File: config.mk
export PLATFORM = sky130hd
export DESIGN_NAME = lp3_counters
export DESIGN_NICKNAME = d
export VERILOG_FILES = /design/src/core/lp3_counters.v
export VERILOG_INCLUDE_DIRS = /design/src /design/src/core
export SDC_FILE = /design/constraint.sdc
export NUM_CORES = 1
export LEC_CHECK = 0
export BUFFER_PORTS_ARGS = -buffer_cell sky130_fd_sc_hd__buf_2
export CAP_MARGIN = 10
export CELL_PAD_IN_SITES_DETAIL_PLACEMENT = 0
export CELL_PAD_IN_SITES_GLOBAL_PLACEMENT = 1
export CORE_AREA = 4 4 150 152
export DETAILED_ROUTE_END_ITERATION = 7
export DIE_AREA = 0 0 154 156
export PLACE_DENSITY = 0.6
export SLEW_MARGIN = 20
export SYNTH_ARGS = -nofsm -noshare
export SYNTH_HDL_FRONTEND = slang
export SYNTH_SLANG_ARGS = --single-unit
File: constraint.sdc
create_clock -name ref_clk -period 3.6 [get_ports ref_clk]
set_input_delay 0.36 -clock ref_clk [delete_from_list [all_inputs] [get_ports ref_clk]]
set_output_delay 0.36 -clock ref_clk [all_outputs]
set_load 0.01 [all_outputs]
File: src/core/lp3_consts.vh
// Purpose: Constants for the loop three counter and overhead block.
// Assumes: 8-bit host port, 125 MHz ref_clk.
// Notes: Offsets are host byte addresses.
`ifndef LP3_CONSTS_VH
`define LP3_CONSTS_VH

////////////////////////////////////////////////////////////////////////
// Register offsets.
`define LP3_ADDR_PATCNT_HI 8'h7a
`define LP3_ADDR_PATCNT_LO 8'h7b
`define LP3_ADDR_RESTART 8'h7c
`define LP3_ADDR_REVISION 8'h7d
`define LP3_ADDR_MUX_TEST 8'h7e
`define LP3_ADDR_DMX_TEST 8'h7f

////////////////////////////////////////////////////////////////////////
// Reset values and field positions.
`define LP3_RST_BYTE 8'h00
`define LP3_RST_COUNT 16'h0000
`define LP3_COUNT_MAX 16'hffff
`define LP3_REV_MAJOR_MSB 7
`define LP3_REV_MAJOR_LSB 4
`define LP3_REV_MINOR_MSB 3
`define LP3_REV_MINOR_LSB 0

////////////////////////////////////////////////////////////////////////
// Frame layout.
`define LP3_IDLE_CODE 8'hff
`define LP3_CRC_POLY 6'h03
`define LP3_CRC_INIT 6'h00
`define LP3_LOOP_ID_ZBITS 6'h03
`define LP3_ZBITS_TOTAL 6'h30
`define LP3_EOC_BITS 6'h0d
`define LP3_UIB_BITS 6'h02
`define LP3_KIND_Z 2'h0
`define LP3_KIND_EOC 2'h1
`define LP3_KIND_UIB 2'h2

////////////////////////////////////////////////////////////////////////
// Timing.
`define LP3_CLK_PERIOD_NS 8
`define LP3_FRAME_TIME_NS 6000000
`define LP3_FRAME_CYCLES (`LP3_FRAME_TIME_NS / `LP3_CLK_PERIOD_NS)

`endif

File: src/core/lp3_counters.v
// Purpose: Loop three diagnostic registers, framing mode, CRC-6 and
//   user overhead channel.
// Assumes: Host strobes and line events are synchronous to ref_clk.
// Notes: Read data appears one cycle after the read strobe.
//
// Overview of operation
// - Sixteen-bit count of pattern errors.
// - High byte read latches count, clears counter.
// - No counting while pattern sync lost.
// - No saturation; overflow sets latched status bit.
// - Eight-bit mux restart count, zero after reset.
// - Read-only revision, major high, minor low.
// - Two read/write test registers, reset zero.
// - Unframed means point-to-point only.
// - Fractional fills unassigned channels with idle.
// - Fractional only allowed in framed mode.
// - CRC-6 excludes stuffing bits while first user indicator bit is clear.
// - First user indicator bit selects old CRC.
// - Three Z-bits loop id, rest user.
// - Non-compliant mode adds eoc and uib bits.
// - Frame-rate interrupt pulse for the host.
`include "lp3_consts.vh"

module lp3_counters #(
  // Revision code; the value is arbitrary.
  parameter [3:0] REV_MAJOR = 4'h2,
  parameter [3:0] REV_MINOR = 4'h0,
  parameter FRAME_CYCLES = `LP3_FRAME_CYCLES
) (
  // Clock and reset.
  input wire ref_clk,
  input wire resetn,
  // Host register port.
  input wire [7:0] host_addr,
  input wire host_rd,
  input wire host_wr,
  input wire [7:0] host_wdata,
  output reg [7:0] host_rdata,
  // Test pattern receiver and mux events.
  input wire pattern_error,
  input wire pattern_sync_lost,
  input wire mux_restart,
  input wire overflow_clear,
  output reg pattern_overflow,
  // Framing mode.
  input wire framed_mode,
  input wire fractional_req,
  output wire multipoint_allowed,
  output wire fractional_active,
  // E1 time slots.
  input wire [31:0] slot_assigned,
  input wire slot_valid,
  input wire [4:0] slot_index,
  input wire [7:0] slot_data,
  output reg slot_out_valid,
  output reg [7:0] slot_out_data,
  // CRC-6 bit stream.
  input wire crc_frame_start,
  input wire crc_bit_valid,
  input wire crc_bit,
  input wire crc_is_stuff,
  input wire first_user_indicator_bit,
  output reg crc_done,
  output reg [5:0] crc_value,
  // Overhead bits.
  input wire ovh_valid,
  input wire [1:0] ovh_kind,
  input wire [5:0] ovh_index,
  input wire ovh_bit,
  input wire standards_compliant,
  output reg [2:0] loop_id,
  output reg user_rx_valid,
  output reg user_rx_bit,
  // Frame-rate interrupt.
  output reg frame_irq
);

  //////////////////////////////////////////////////////////////////////
  // Helper functions.

  // One CRC-6 step.
  function [5:0] lp3_crc_step;
    input [5:0] crc;
    input bit_in;
    reg fb;
    begin
      fb = crc[5] ^ bit_in;
      lp3_crc_step = {crc[4:0], 1'b0} ^ (fb ? `LP3_CRC_POLY : 6'h00);
    end
  endfunction

  // Marks overhead bits that belong to the user channel.
  function lp3_is_user;
    input [1:0] kind;
    input [5:0] idx;
    input compliant;
    begin
      case (kind)
        `LP3_KIND_Z: begin
          lp3_is_user = (idx >= `LP3_LOOP_ID_ZBITS) && (idx < `LP3_ZBITS_TOTAL);
        end
        `LP3_KIND_EOC: begin
          lp3_is_user = !compliant && (idx < `LP3_EOC_BITS);
        end
        `LP3_KIND_UIB: begin
          lp3_is_user = !compliant && (idx < `LP3_UIB_BITS);
        end
        default: begin
          lp3_is_user = 1'b0;
        end
      endcase
    end
  endfunction

  //////////////////////////////////////////////////////////////////////
  // Address decode.

  // True when a strobe hits the given register offset.
  function lp3_hit;
    input strobe;
    input [7:0] addr;
    input [7:0] target;
    begin
      lp3_hit = strobe && (addr == target);
    end
  endfunction

  // Bits needed to count from zero up to n - 1.
  function integer lp3_width;
    input integer n;
    integer v;
    begin
      lp3_width = 1;
      v = n - 1;
      while (v > 1) begin
        v = v >> 1;
        lp3_width = lp3_width + 1;
      end
    end
  endfunction

  wire rd_hi = lp3_hit(host_rd, host_addr, `LP3_ADDR_PATCNT_HI);
  wire wr_mux = lp3_hit(host_wr, host_addr, `LP3_ADDR_MUX_TEST);
  wire wr_dmx = lp3_hit(host_wr, host_addr, `LP3_ADDR_DMX_TEST);

  //////////////////////////////////////////////////////////////////////
  // Pattern error counter.

  reg [15:0] pat_count_q;
  reg [7:0] pat_low_hold_q;
  wire pat_inc = pattern_error && !pattern_sync_lost;
  wire pat_wrap = pat_inc && (pat_count_q == `LP3_COUNT_MAX);

  always @(posedge ref_clk or negedge resetn) begin
    if (!resetn) begin
      pat_count_q <= `LP3_RST_COUNT;
      pat_low_hold_q <= `LP3_RST_BYTE;
    end else begin
      if (rd_hi) begin
        pat_low_hold_q <= pat_count_q[7:0];
        pat_count_q <= pat_inc ? 16'h0001 : `LP3_RST_COUNT;
      end else if (pat_inc) begin
        pat_count_q <= pat_count_q + 16'h0001;
      end
    end
  end

  // Overflow flag; a new overflow wins over the clear.
  always @(posedge ref_clk or negedge resetn) begin
    if (!resetn) begin
      pattern_overflow <= 1'b0;
    end else if (pat_wrap && !rd_hi) begin
      pattern_overflow <= 1'b1;
    end else if (overflow_clear) begin
      pattern_overflow <= 1'b0;
    end
  end

  //////////////////////////////////////////////////////////////////////
  // Mux restart counter and test registers.

  reg [7:0] restart_q;
  reg [7:0] mux_test_q;
  reg [7:0] dmx_test_q;

  always @(posedge ref_clk or negedge resetn) begin
    if (!resetn) begin
      restart_q <= `LP3_RST_BYTE;
      mux_test_q <= `LP3_RST_BYTE;
      dmx_test_q <= `LP3_RST_BYTE;
    end else begin
      if (mux_restart) begin
        restart_q <= restart_q + 8'h01;
      end
      if (wr_mux) begin
        mux_test_q <= host_wdata;
      end
      if (wr_dmx) begin
        dmx_test_q <= host_wdata;
      end
    end
  end

  //////////////////////////////////////////////////////////////////////
  // Read data.

  reg [7:0] rdata_d;

  always @* begin
    case (host_addr)
      `LP3_ADDR_PATCNT_HI: begin
        rdata_d = pat_count_q[15:8];
      end
      `LP3_ADDR_PATCNT_LO: begin
        rdata_d = pat_low_hold_q;
      end
      `LP3_ADDR_RESTART: begin
        rdata_d = restart_q;
      end
      `LP3_ADDR_REVISION: begin
        rdata_d = {REV_MAJOR, REV_MINOR};
      end
      `LP3_ADDR_MUX_TEST: begin
        rdata_d = mux_test_q;
      end
      `LP3_ADDR_DMX_TEST: begin
        rdata_d = dmx_test_q;
      end
      default: begin
        rdata_d = `LP3_RST_BYTE;
      end
    endcase
  end

  always @(posedge ref_clk or negedge resetn) begin
    if (!resetn) begin
      host_rdata <= `LP3_RST_BYTE;
    end else if (host_rd) begin
      host_rdata <= rdata_d;
    end
  end

  //////////////////////////////////////////////////////////////////////
  // Framing mode and idle fill.

  assign multipoint_allowed = framed_mode;
  assign fractional_active = fractional_req && framed_mode;

  always @(posedge ref_clk or negedge resetn) begin
    if (!resetn) begin
      slot_out_valid <= 1'b0;
      slot_out_data <= `LP3_RST_BYTE;
    end else begin
      slot_out_valid <= slot_valid;
      if (slot_valid) begin
        if (fractional_active && !slot_assigned[slot_index]) begin
          slot_out_data <= `LP3_IDLE_CODE;
        end else begin
          slot_out_data <= slot_data;
        end
      end
    end
  end

  //////////////////////////////////////////////////////////////////////
  // CRC-6 over one frame.

  reg [5:0] crc_q;
  reg crc_run_q;
  wire crc_take = crc_bit_valid && (!crc_is_stuff || first_user_indicator_bit);

  always @(posedge ref_clk or negedge resetn) begin
    if (!resetn) begin
      crc_q <= `LP3_CRC_INIT;
      crc_run_q <= 1'b0;
      crc_done <= 1'b0;
      crc_value <= `LP3_CRC_INIT;
    end else begin
      crc_done <= 1'b0;
      if (crc_frame_start) begin
        if (crc_run_q) begin
          crc_value <= crc_q;
          crc_done <= 1'b1;
        end
        crc_run_q <= 1'b1;
        crc_q <= crc_take ? lp3_crc_step(`LP3_CRC_INIT, crc_bit) : `LP3_CRC_INIT;
      end else if (crc_take) begin
        crc_q <= lp3_crc_step(crc_q, crc_bit);
      end
    end
  end

  //////////////////////////////////////////////////////////////////////
  // Overhead bits: loop id and user channel.

  always @(posedge ref_clk or negedge resetn) begin
    if (!resetn) begin
      loop_id <= 3'h0;
      user_rx_valid <= 1'b0;
      user_rx_bit <= 1'b0;
    end else begin
      user_rx_valid <= 1'b0;
      if (ovh_valid) begin
        if (ovh_kind == `LP3_KIND_Z && ovh_index < `LP3_LOOP_ID_ZBITS) begin
          loop_id[ovh_index[1:0]] <= ovh_bit;
        end
        if (lp3_is_user(ovh_kind, ovh_index, standards_compliant)) begin
          user_rx_valid <= 1'b1;
          user_rx_bit <= ovh_bit;
        end
      end
    end
  end

  //////////////////////////////////////////////////////////////////////
  // Frame-rate interrupt.

  // The divider is only as wide as the frame length needs.
  localparam FRAME_W = lp3_width(FRAME_CYCLES);
  localparam [31:0] FRAME_LAST_W = FRAME_CYCLES - 1;
  localparam [31:0] FRAME_ONE_W = 32'h1;
  localparam [FRAME_W-1:0] FRAME_LAST = FRAME_LAST_W[FRAME_W-1:0];
  localparam [FRAME_W-1:0] FRAME_ONE = FRAME_ONE_W[FRAME_W-1:0];

  reg [FRAME_W-1:0] frame_cnt_q;

  always @(posedge ref_clk or negedge resetn) begin
    if (!resetn) begin
      frame_cnt_q <= {FRAME_W{1'b0}};
      frame_irq <= 1'b0;
    end else begin
      frame_irq <= 1'b0;
      if (crc_frame_start || frame_cnt_q == FRAME_LAST) begin
        frame_cnt_q <= {FRAME_W{1'b0}};
        frame_irq <= 1'b1;
      end else begin
        frame_cnt_q <= frame_cnt_q + FRAME_ONE;
      end
    end
  end

endmodule

==> results of run 1 <==
routing by layer:
layer,up-vias,track usage [%],routed length [um]
met5,-,0,0
li1,1888,-,-
met1,1858,13.2,5640
met3,11,3.33,804
met2,105,17.5,5780
met4,0,2.23,146
power breakdown:
part / total (mW) / leakage, nW / switching (mW) / internal [mW]
combinational: 0.391 / 1.48 / 0.197 / 0.194
clock: 0.995 / 0.146 / 0.449 / 0.547
sequential: 1.42 / 1.41 / 0.121 / 1.30
state kept, by name (all words and copies together), names as in the netlist:
| name | count |
|---|---|
| slot_out_valid | 1 |
| dmx_test_q | 8 |
| user_rx_valid | 1 |
| pattern_overflow | 1 |
| pat_count_q | 16 |
| host_rdata | 8 |
| crc_run_q | 1 |
| user_rx_bit | 1 |
| slot_out_data | 8 |
| frame_cnt_q | 20 |
| loop_id | 3 |
| mux_test_q | 8 |
| crc_done | 1 |
| crc_value | 6 |
| frame_irq | 1 |
| restart_q | 8 |
| crc_q | 6 |
| pat_low_hold_q | 8 |
cell type report:
cell class                 count  share of cell area (%)
clock buffer                  11                    3.64
inverter                      22                    1.29
sequential                   106                    41.5
tap                          275                    5.38
timing repair buffer         123                    9.78
multi-input combinational    321                    37.4
clock inverter                 5                   0.998
stage by stage:
| stage | instances | total power, mW | hold slack, ns |
|---|---|---|---|
| after floorplan | 467 | 1.66 | 0.0644 |
| after global placement | 847 | 1.83 | 0.424 |
| after detailed placement | 847 | 1.85 | 0.425 |
| after CTS | 863 | 2.87 | 0.0457 |
| after global routing | 863 | 2.98 | 0.0636 |
| final | 863 | 2.81 | 0.0157 |
cells by family after synthesis:
kind of cell,after synthesis
buffers and inverters,40
adders and majority gates,6
AOI/OAI and AO/OA,64
muxes,60
xor gates and xnor gates,39
DFF,106
and+or+nand+nor,152
worst max-delay path: stages:
cell	delay, ns
buf_2	0.16
inv_2	0.09
nor4b_4	0.41
and3_1	0.53
buf_4	0.28
mux2_1	0.34
worst max path at each step:
stage	from	end	slack, ns	cells after the start
6_report	host_addr[1]	pat_low_hold_q[1]	1.64	6
3_3_place_gp	host_addr[1]	pat_low_hold_q[4]	1.34	6
5_1_grt	frame_cnt_q[10]	frame_cnt_q[3]	1.49	5
4_1_cts	host_addr[1]	pat_low_hold_q[1]	1.65	6
3_5_place_dp	host_addr[1]	pat_low_hold_q[1]	1.28	6
2_1_floorplan	slot_index[0]	slot_out_data[0]	1.86	6
cells in the final DEF (no fill, tap or decap), drive strengths merged, types with 4 or more instances in the layout:
master / synthesis / layout
xor2: 18 / 18
mux2: 43 / 43
nand2: 25 / 25
a22o: 8 / 8
mux2i: 11 / 11
nor2b: 8 / 8
o22a: 8 / 8
nand4: 9 / 9
nor2: 47 / 47
nand2b: 4 / 4
o21ai: 9 / 9
nand3: 17 / 17
a22oi: 8 / 8
dfrtp: 106 / 106
a21oi: 9 / 9
nor3b: 4 / 4
xnor2: 21 / 21
o22ai: 12 / 12
ha: 6 / 6
nor3: 6 / 6
buf: 11 / 123
clkbuf: 7 / 11
mux4: 6 / 6
and3: 17 / 17
inv: 22 / 23
==> run summary, run 1 <==
status = finished clean
number of gates resized after CTS = 0
initial antenna violation count = 0
pin count of the biggest net entering global routing = 47
Residual DRC = 0
register area share after synthesis = 50.6%
DR vias/cell = 4.48
total gr overflow = 0
TritonRoute pass-1 iters = 6
pre-CTS setup slack = 1.28 ns
multi-input combinational cell area = 2390 sq um
Worst Hold Class = in2async
DP HPWL = 9.40 mm
H-tree depth = 3
initial core utilization = 24.9%
mapped cell area = 5240 sq um
maximum fanout along the worst path = 13
Max IR drop VDD = 0.212 mV
area grow syn2layout = 22.0%
Setup Total Neg Slack = 0 ns
Synth Instances = 467
EDFF count, synth = 0
RePlAce Congestion = 0.825
Nets = 677
antenna cell count = 0
post-synth net total = 561
syn avg cell area = 11.2 sq um
fraction of layout instances using a drive strength above 1 = 28.1%
r2r worst-path depth = 5
post-synthesis adder-cell area fraction = 1.43%
Core Footprint = 21000 sq um
Top FF cell, synth = dfrtp_1
final instance area = 6390 sq um
max frequency = 0.510 GHz
height of the die = 156 um
post-synth cell types = 54
Fin. Hold Viols = 0
part of the cycle the worst path needs = 54.4%
CP Class = in2reg
share of the synthesized area in the top cell type = 50.6%
CTS buffer count = 9
Worst Path Arrival = 2.18 ns
Worst Setup End Kind = register
main combinational cell family by area after synthesis = simple AND/OR/NAND/NOR gates
FP Rows = 53
clock sinks = 106
Post-CTS Hold Buffers = 0
most frequent cells after synthesis = dfrtp_1, nor2_1, mux2_1
fraction of the mapped netlist area in compound gates = 8.76%
Worst slew margin = 47.3%
Reg clk slew, reported paths = 0.08 ns
Seq cells post-synth = 106
final cell utilization of the core = 30.4%
most common cell in the netlist = dfrtp_1
clk_lat worst skew = 0.35 ns
first-pass GRT wire length = 20.6 mm
RR Endpoint = frame_cnt_q[7]
Routed WL = 12.4 mm
Iter 0 DRT Violations = 99
register cell area after layout = 2650 sq um
Final Worst Setup Slack = 1.64 ns
leading area contributor after synthesis = dfrtp_1
Vias = 3862
clk buf depth = 2
yosys warns = 0
Setup Fix Bufs, Post-CTS = 0
CTS Root Cell = clkbuf_16
Max-Cap Viols = 0
Die ar. = 24000 sq um
Die X = 154 um
TritonCTS clock tree = yes
Setup Skew = 0.0113 ns
cell area power density = 440 nW/um^2
CP Data Required Time = 3.82 ns
Least-Margin Pin Slew = 0.785 ns
Post-DP Area = 6100 sq um
post-route minimum period = 1.96 ns
Final Max Tran Viols = 0
CP Launch Type = primary input
Synth area leaders = dfrtp_1, mux2_1, mux2_2
DRT antenna net count = 0
mux cell area share after synthesis = 14.0%
Buffers on Ports = 120
asr flop ratio synth = 100%
xor/xnor share of the synthesized area = 6.52%
unrepaired setup endpoints after global routing = no
R2R setup slack = 1.74 ns
# fillers = 2175
Leakage = 3.03 nW
Total GRT Usage = 10.4%
vias in the first global route = 4117
drt wl/cell = 14.3 um
simple-gate portion of the synthesized area = 15.0%
reg-to-reg startpoint = frame_cnt_q[11]
Ports = 121
final setup violation count = 0
No activity file was read; power rests on OpenSTA's default activity.
==> inputs of run 2 (changes only) <==
==> constraint.sdc (replaced) <==
create_clock -name ref_clk -period 2.05 [get_ports ref_clk]
set_input_delay 0.205 -clock ref_clk [delete_from_list [all_inputs] [get_ports ref_clk]]
set_output_delay 0.205 -clock ref_clk [all_outputs]
set_load 0.01 [all_outputs]
==> run 2 against run 1 <==
Effect of this change:
- non-clock buffer count increased by 6
- routed wire length grew 1.3%
- clock power is 71% higher
- power grew 74%
- clock skew about the same
- critical path type is now reg2reg
- largest cell class unchanged
==> run summary, run 2 (synthesis results as in run 1) <==
final hold slack = 0.0268 ns
DP HPWL = 9.65 mm
pin count of the biggest net entering global routing = 52
FP Rows = 53
Post-DP Area = 6170 sq um
Die X = 154 um
Top reg by flops = frame_cnt_q
fraction of layout instances using a drive strength above 1 = 28.8%
part of the cycle the worst path needs = 81.9%
length of routed wiring on met1 = 5.65 mm
Routed WL = 12.5 mm
cell area power density = 757 nW/um^2
Final Max Tran Viols = 0
final cell utilization of the core = 30.8%
Largest regs = frame_cnt_q (20), pat_count_q (16)
Cell Count, Final, Fillers Out = 869
unrepaired setup endpoints after global routing = no
total gr overflow = 0
Max IR drop VDD = 0.397 mV
Leakage = 3.07 nW
Least-Margin Pin Slew = 0.610 ns
initial antenna violation count = 0
post-route minimum period = 1.68 ns
total power = 4.90 mW
Total GRT Usage = 10.7%
pre-CTS setup slack = 0.157 ns
Nets = 683
CP Launch Type = register
Worst Path Arrival = 1.96 ns
Iter 0 DRT Violations = 145
initial core utilization = 24.9%
Largest register FFs = 20
Setup Fix Bufs, Post-CTS = 0
maximum fanout along the worst path = 6
final setup violation count = 0
CTS buffer count = 9
clk buf depth = 2
Worst slew margin = 59.1%
Setup Total Neg Slack = 0 ns
vias in the first global route = 4072
RePlAce Congestion = 0.783
Buffers on Ports = 120
Worst Setup End Kind = register
max frequency = 0.596 GHz
Core Footprint = 21000 sq um
met2 wire length = 5.99 mm
TritonRoute pass-1 iters = 4
Placed Cells = 852
H-tree depth = 3
height of the die = 156 um
Die ar. = 24000 sq um
Max-Cap Viols = 0
clk_lat worst skew = 0.35 ns
most common cell after layout, fill and taps aside = buf_2
Ports = 121
DR vias/cell = 4.49
Top Metal Used = met4
Residual DRC = 0
TritonCTS clock tree = yes
Worst Hold Class = in2reg
area grow syn2layout = 23.5%
Setup Skew = 0.0111 ns
CP Data Required Time = 2.33 ns
# fillers = 2170
CP Class = reg2reg
final instance area = 6470 sq um
Reg clk slew, reported paths = 0.08 ns
status = finished clean
Final Worst Setup Slack = 0.371 ns
clock sinks = 106
antenna cell count = 0
Fin. Hold Viols = 0
met3 WL = 775 um
most frequent cells in the layout = buf_2, dfrtp_1, nor2_1, mux2_1, nand2_1
DRT antenna net count = 0
first-pass GRT wire length = 21.0 mm
Vias = 3902
CTS Root Cell = clkbuf_16
drt wl/cell = 14.4 um
==> run 2: cell types whose count changed in the layout (fill, tap and decap cells not counted), sizes merged <==
cell	change
bufinv	-1
buf	+5
clkinvlp	+1
clkinv	-1
dlygate4sd3	+1
clkbuf	+1
==> run 2: worst paths after layout <==
| path | endpoint | startpoint | slack (ns) | cells after the start |
|---|---|---|---|---|
| worst max-delay path | pat_count_q[15] | pat_count_q[0] | 0.37 | 4 |
| worst min-delay path | pattern_overflow | overflow_clear | 0.03 | 2 |
| worst max register to register | pat_count_q[15] | pat_count_q[0] | 0.37 | 4 |
| worst min register to register | crc_run_q | crc_run_q | 0.46 | 1 |
| max in group asynchronous | frame_cnt_q[14] | resetn | 1.09 | 3 |
| min in group asynchronous | pat_count_q[11] | resetn | 0.32 | 2 |
==> run 2: per-layer routing <==
metal  GRT usage [%]  up-vias
met5               0        -
met4            2.52        0
met3            3.25       12
met2            17.7      106
met1            13.7     1889
li1                -     1895
==> run 2: final cells by class <==
class	count	area, sq um	area share (%)
Sequential cell	106	2650	41.0
Multi-Input combinational cell	321	2390	37.0
Timing Repair Buffer	129	711	11.0
Tap cell	275	344	5.32
Clock buffer	12	256	3.96
Inverter	22	82.6	1.28
Clock inverter	4	33.8	0.522
==> run 2: critical path, stage by stage (launching register included) <==
cell,delay (ns)
dfrtp_1,0.43
nand4b_1,0.15
or3_1,0.49
or3_1,0.38
a21oi_1,0.16
==> run 2: timing repair <==
action / in CTS / in global routing
endpoints found under the setup margin: 0 / 0
hold buffers: 1 / 0
hold endpoints to repair: 25 / 0
resized for setup: 0 / 0
==> run 2: power breakdown <==
group          internal (mW)  switching (mW)
Sequential              2.29           0.219
Combinational          0.350           0.346
Clock                  0.901           0.796
==> inputs of run 3 (changes only) <==
==> constraint.sdc (replaced) <==
create_clock -name ref_clk -period 1.55 [get_ports ref_clk]
set_input_delay 0.155 -clock ref_clk [delete_from_list [all_inputs] [get_ports ref_clk]]
set_output_delay 0.155 -clock ref_clk [all_outputs]
set_load 0.01 [all_outputs]
==> run 3 against run 2 <==
Effect of this change:
- die area unchanged
- combinational power grew 72%
- clock skew rose by 0.0013 ns
- design area rose by 8.0%
- sequential power increased by 29%
- register-to-register slack got worse by 0.33 ns
- global-route usage is 0.37 points higher
- flip-flop and latch count unchanged
- routed wire length rose by 3.3%
- critical path depth unchanged
==> run summary, run 3 (synthesis results as in run 1) <==
status = finished clean
Top reg by flops = frame_cnt_q
TritonRoute pass-1 iters = 4
Routed WL = 13.0 mm
vias in the first global route = 4354
TritonCTS clock tree = yes
Final Max Tran Viols = 0
CTS Root Cell = clkbuf_16
Nets = 738
Worst slew margin = 60.9%
maximum fanout along the worst path = 5
final setup violation count = 0
most common cell after layout, fill and taps aside = buf_2
area grow syn2layout = 33.4%
clock sinks = 106
CP Class = reg2reg
total gr overflow = 0
final cell utilization of the core = 33.3%
CP max-delay cell = or3_4
Core Footprint = 21000 sq um
Worst Hold Class = in2reg
Worst Path Arrival = 1.78 ns
Vias = 4112
pin count of the biggest net entering global routing = 37
initial core utilization = 24.9%
CP Launch Type = register
height of the die = 156 um
Least-Margin Pin Slew = 0.584 ns
max incr delay on CP = 0.43 ns
Ports = 121
CP Data Required Time = 1.83 ns
first-pass GRT wire length = 21.7 mm
clk_lat worst skew = 0.35 ns
initial antenna violation count = 1
FP Rows = 53
Fin. Hold Viols = 0
Worst Setup End Kind = register
antenna cell count = 0
CTS buffer count = 9
Setup Skew = 0.0124 ns
post-route minimum period = 1.51 ns
# fillers = 2122
fraction of layout instances using a drive strength above 1 = 35.6%
Leakage = 3.36 nW
Iter 0 DRT Violations = 154
cell area power density = 975 nW/um^2
final hold slack = 0.0179 ns
Largest regs = frame_cnt_q (20), pat_count_q (16)
most frequent cells in the layout = buf_2, dfrtp_1, buf_4, nor2_1, mux2_1
Cell Chain, Critical Path = nand4_1, or3_4, or3_1, a21oi_1
RePlAce Congestion = 0.795
Reg clk slew, reported paths = 0.07 ns
part of the cycle the worst path needs = 97.2%
Die X = 154 um
DRT antenna net count = 0
DR vias/cell = 4.45
max frequency = 0.664 GHz
Largest register FFs = 20
Max IR drop VDD = 0.512 mV
Buffers on Ports = 120
Residual DRC = 0
DP HPWL = 10.0 mm
drt wl/cell = 14.0 um
unrepaired setup endpoints after global routing = yes
clk buf depth = 2
Max-Cap Viols = 0
Total GRT Usage = 11.0%
H-tree depth = 3
Die ar. = 24000 sq um
[run 3: path summary, 6_finish.rpt]
kind	startpoint	to	slack, ns	cells past startpoint
worst max-delay path	pat_count_q[8]	pat_count_q[11]	0.04	4
worst min-delay path	slot_data[3]	slot_out_data[3]	0.02	2
worst max register to register	pat_count_q[8]	pat_count_q[11]	0.04	4
worst min register to register	restart_q[7]	restart_q[7]	0.48	1
max in group asynchronous	resetn	host_rdata[7]	0.67	3
min in group asynchronous	resetn	host_rdata[2]	0.32	2
[run 3: repair_timing]
| item | 4_1_cts | 5_1_grt |
|---|---|---|
| setup endpoints to repair | 2 | 22 |
| pin swaps | 0 | 7 |
| buffers inserted | 1 | 4 |
| endpoints found under the hold margin | 35 | 0 |
| hold buffers | 5 | 0 |
| gates resized for setup | 1 | 9 |
[run 3: final cells by class]
cell class                      count  area [sq um]  area share (%)
Clock buffer                       10           239            3.42
Inverter                           22          82.6            1.18
Sequential cell                   106          2650            37.9
Multi-Input combinational cell    321          2430            34.8
Tap cell                          275           344            4.92
Timing Repair Buffer              184          1180            16.9
Clock inverter                      6          63.8           0.913
[run 3: power breakdown]
part           switching (mW)  internal [mW]  leakage, nW
logic                   0.571          0.625         1.81
registers               0.215           3.03         1.41
clock network            1.08           1.30        0.145
[run 3: per-stage QoR]
step                      setup WS (ns)  instances  power [mW]  area (sq um)  setup TNS [ns]
final                            0.0431        924        6.82          6990               0
after global routing            -0.0389        924        7.22          6990         -0.0389
after CTS                        0.0255        920        6.94          6920               0
after detailed placement         -0.158        898        4.48          6560           -1.72
after global placement           -0.145        898        4.42          6560           -1.37
after floorplan                  0.0131        467        3.85          5240               0
[run 3: critical path, delay by kind of cell (launching register included)]
| kind | cells | cell delay [ns] |
|---|---|---|
| and+or+nand+nor | 3 | 0.91 |
| DFF | 1 | 0.39 |
| AOI/OAI and AO/OA | 1 | 0.14 |
[run 3: routing by layer]
metal  vias up  GRT usage [%]  wire length [um]
met3        15           2.39               701
met5         -              0                 8
li1       2012              -                 -
met4         2           3.83               221
met2       105           17.9              6070
met1      1978           14.6              5950
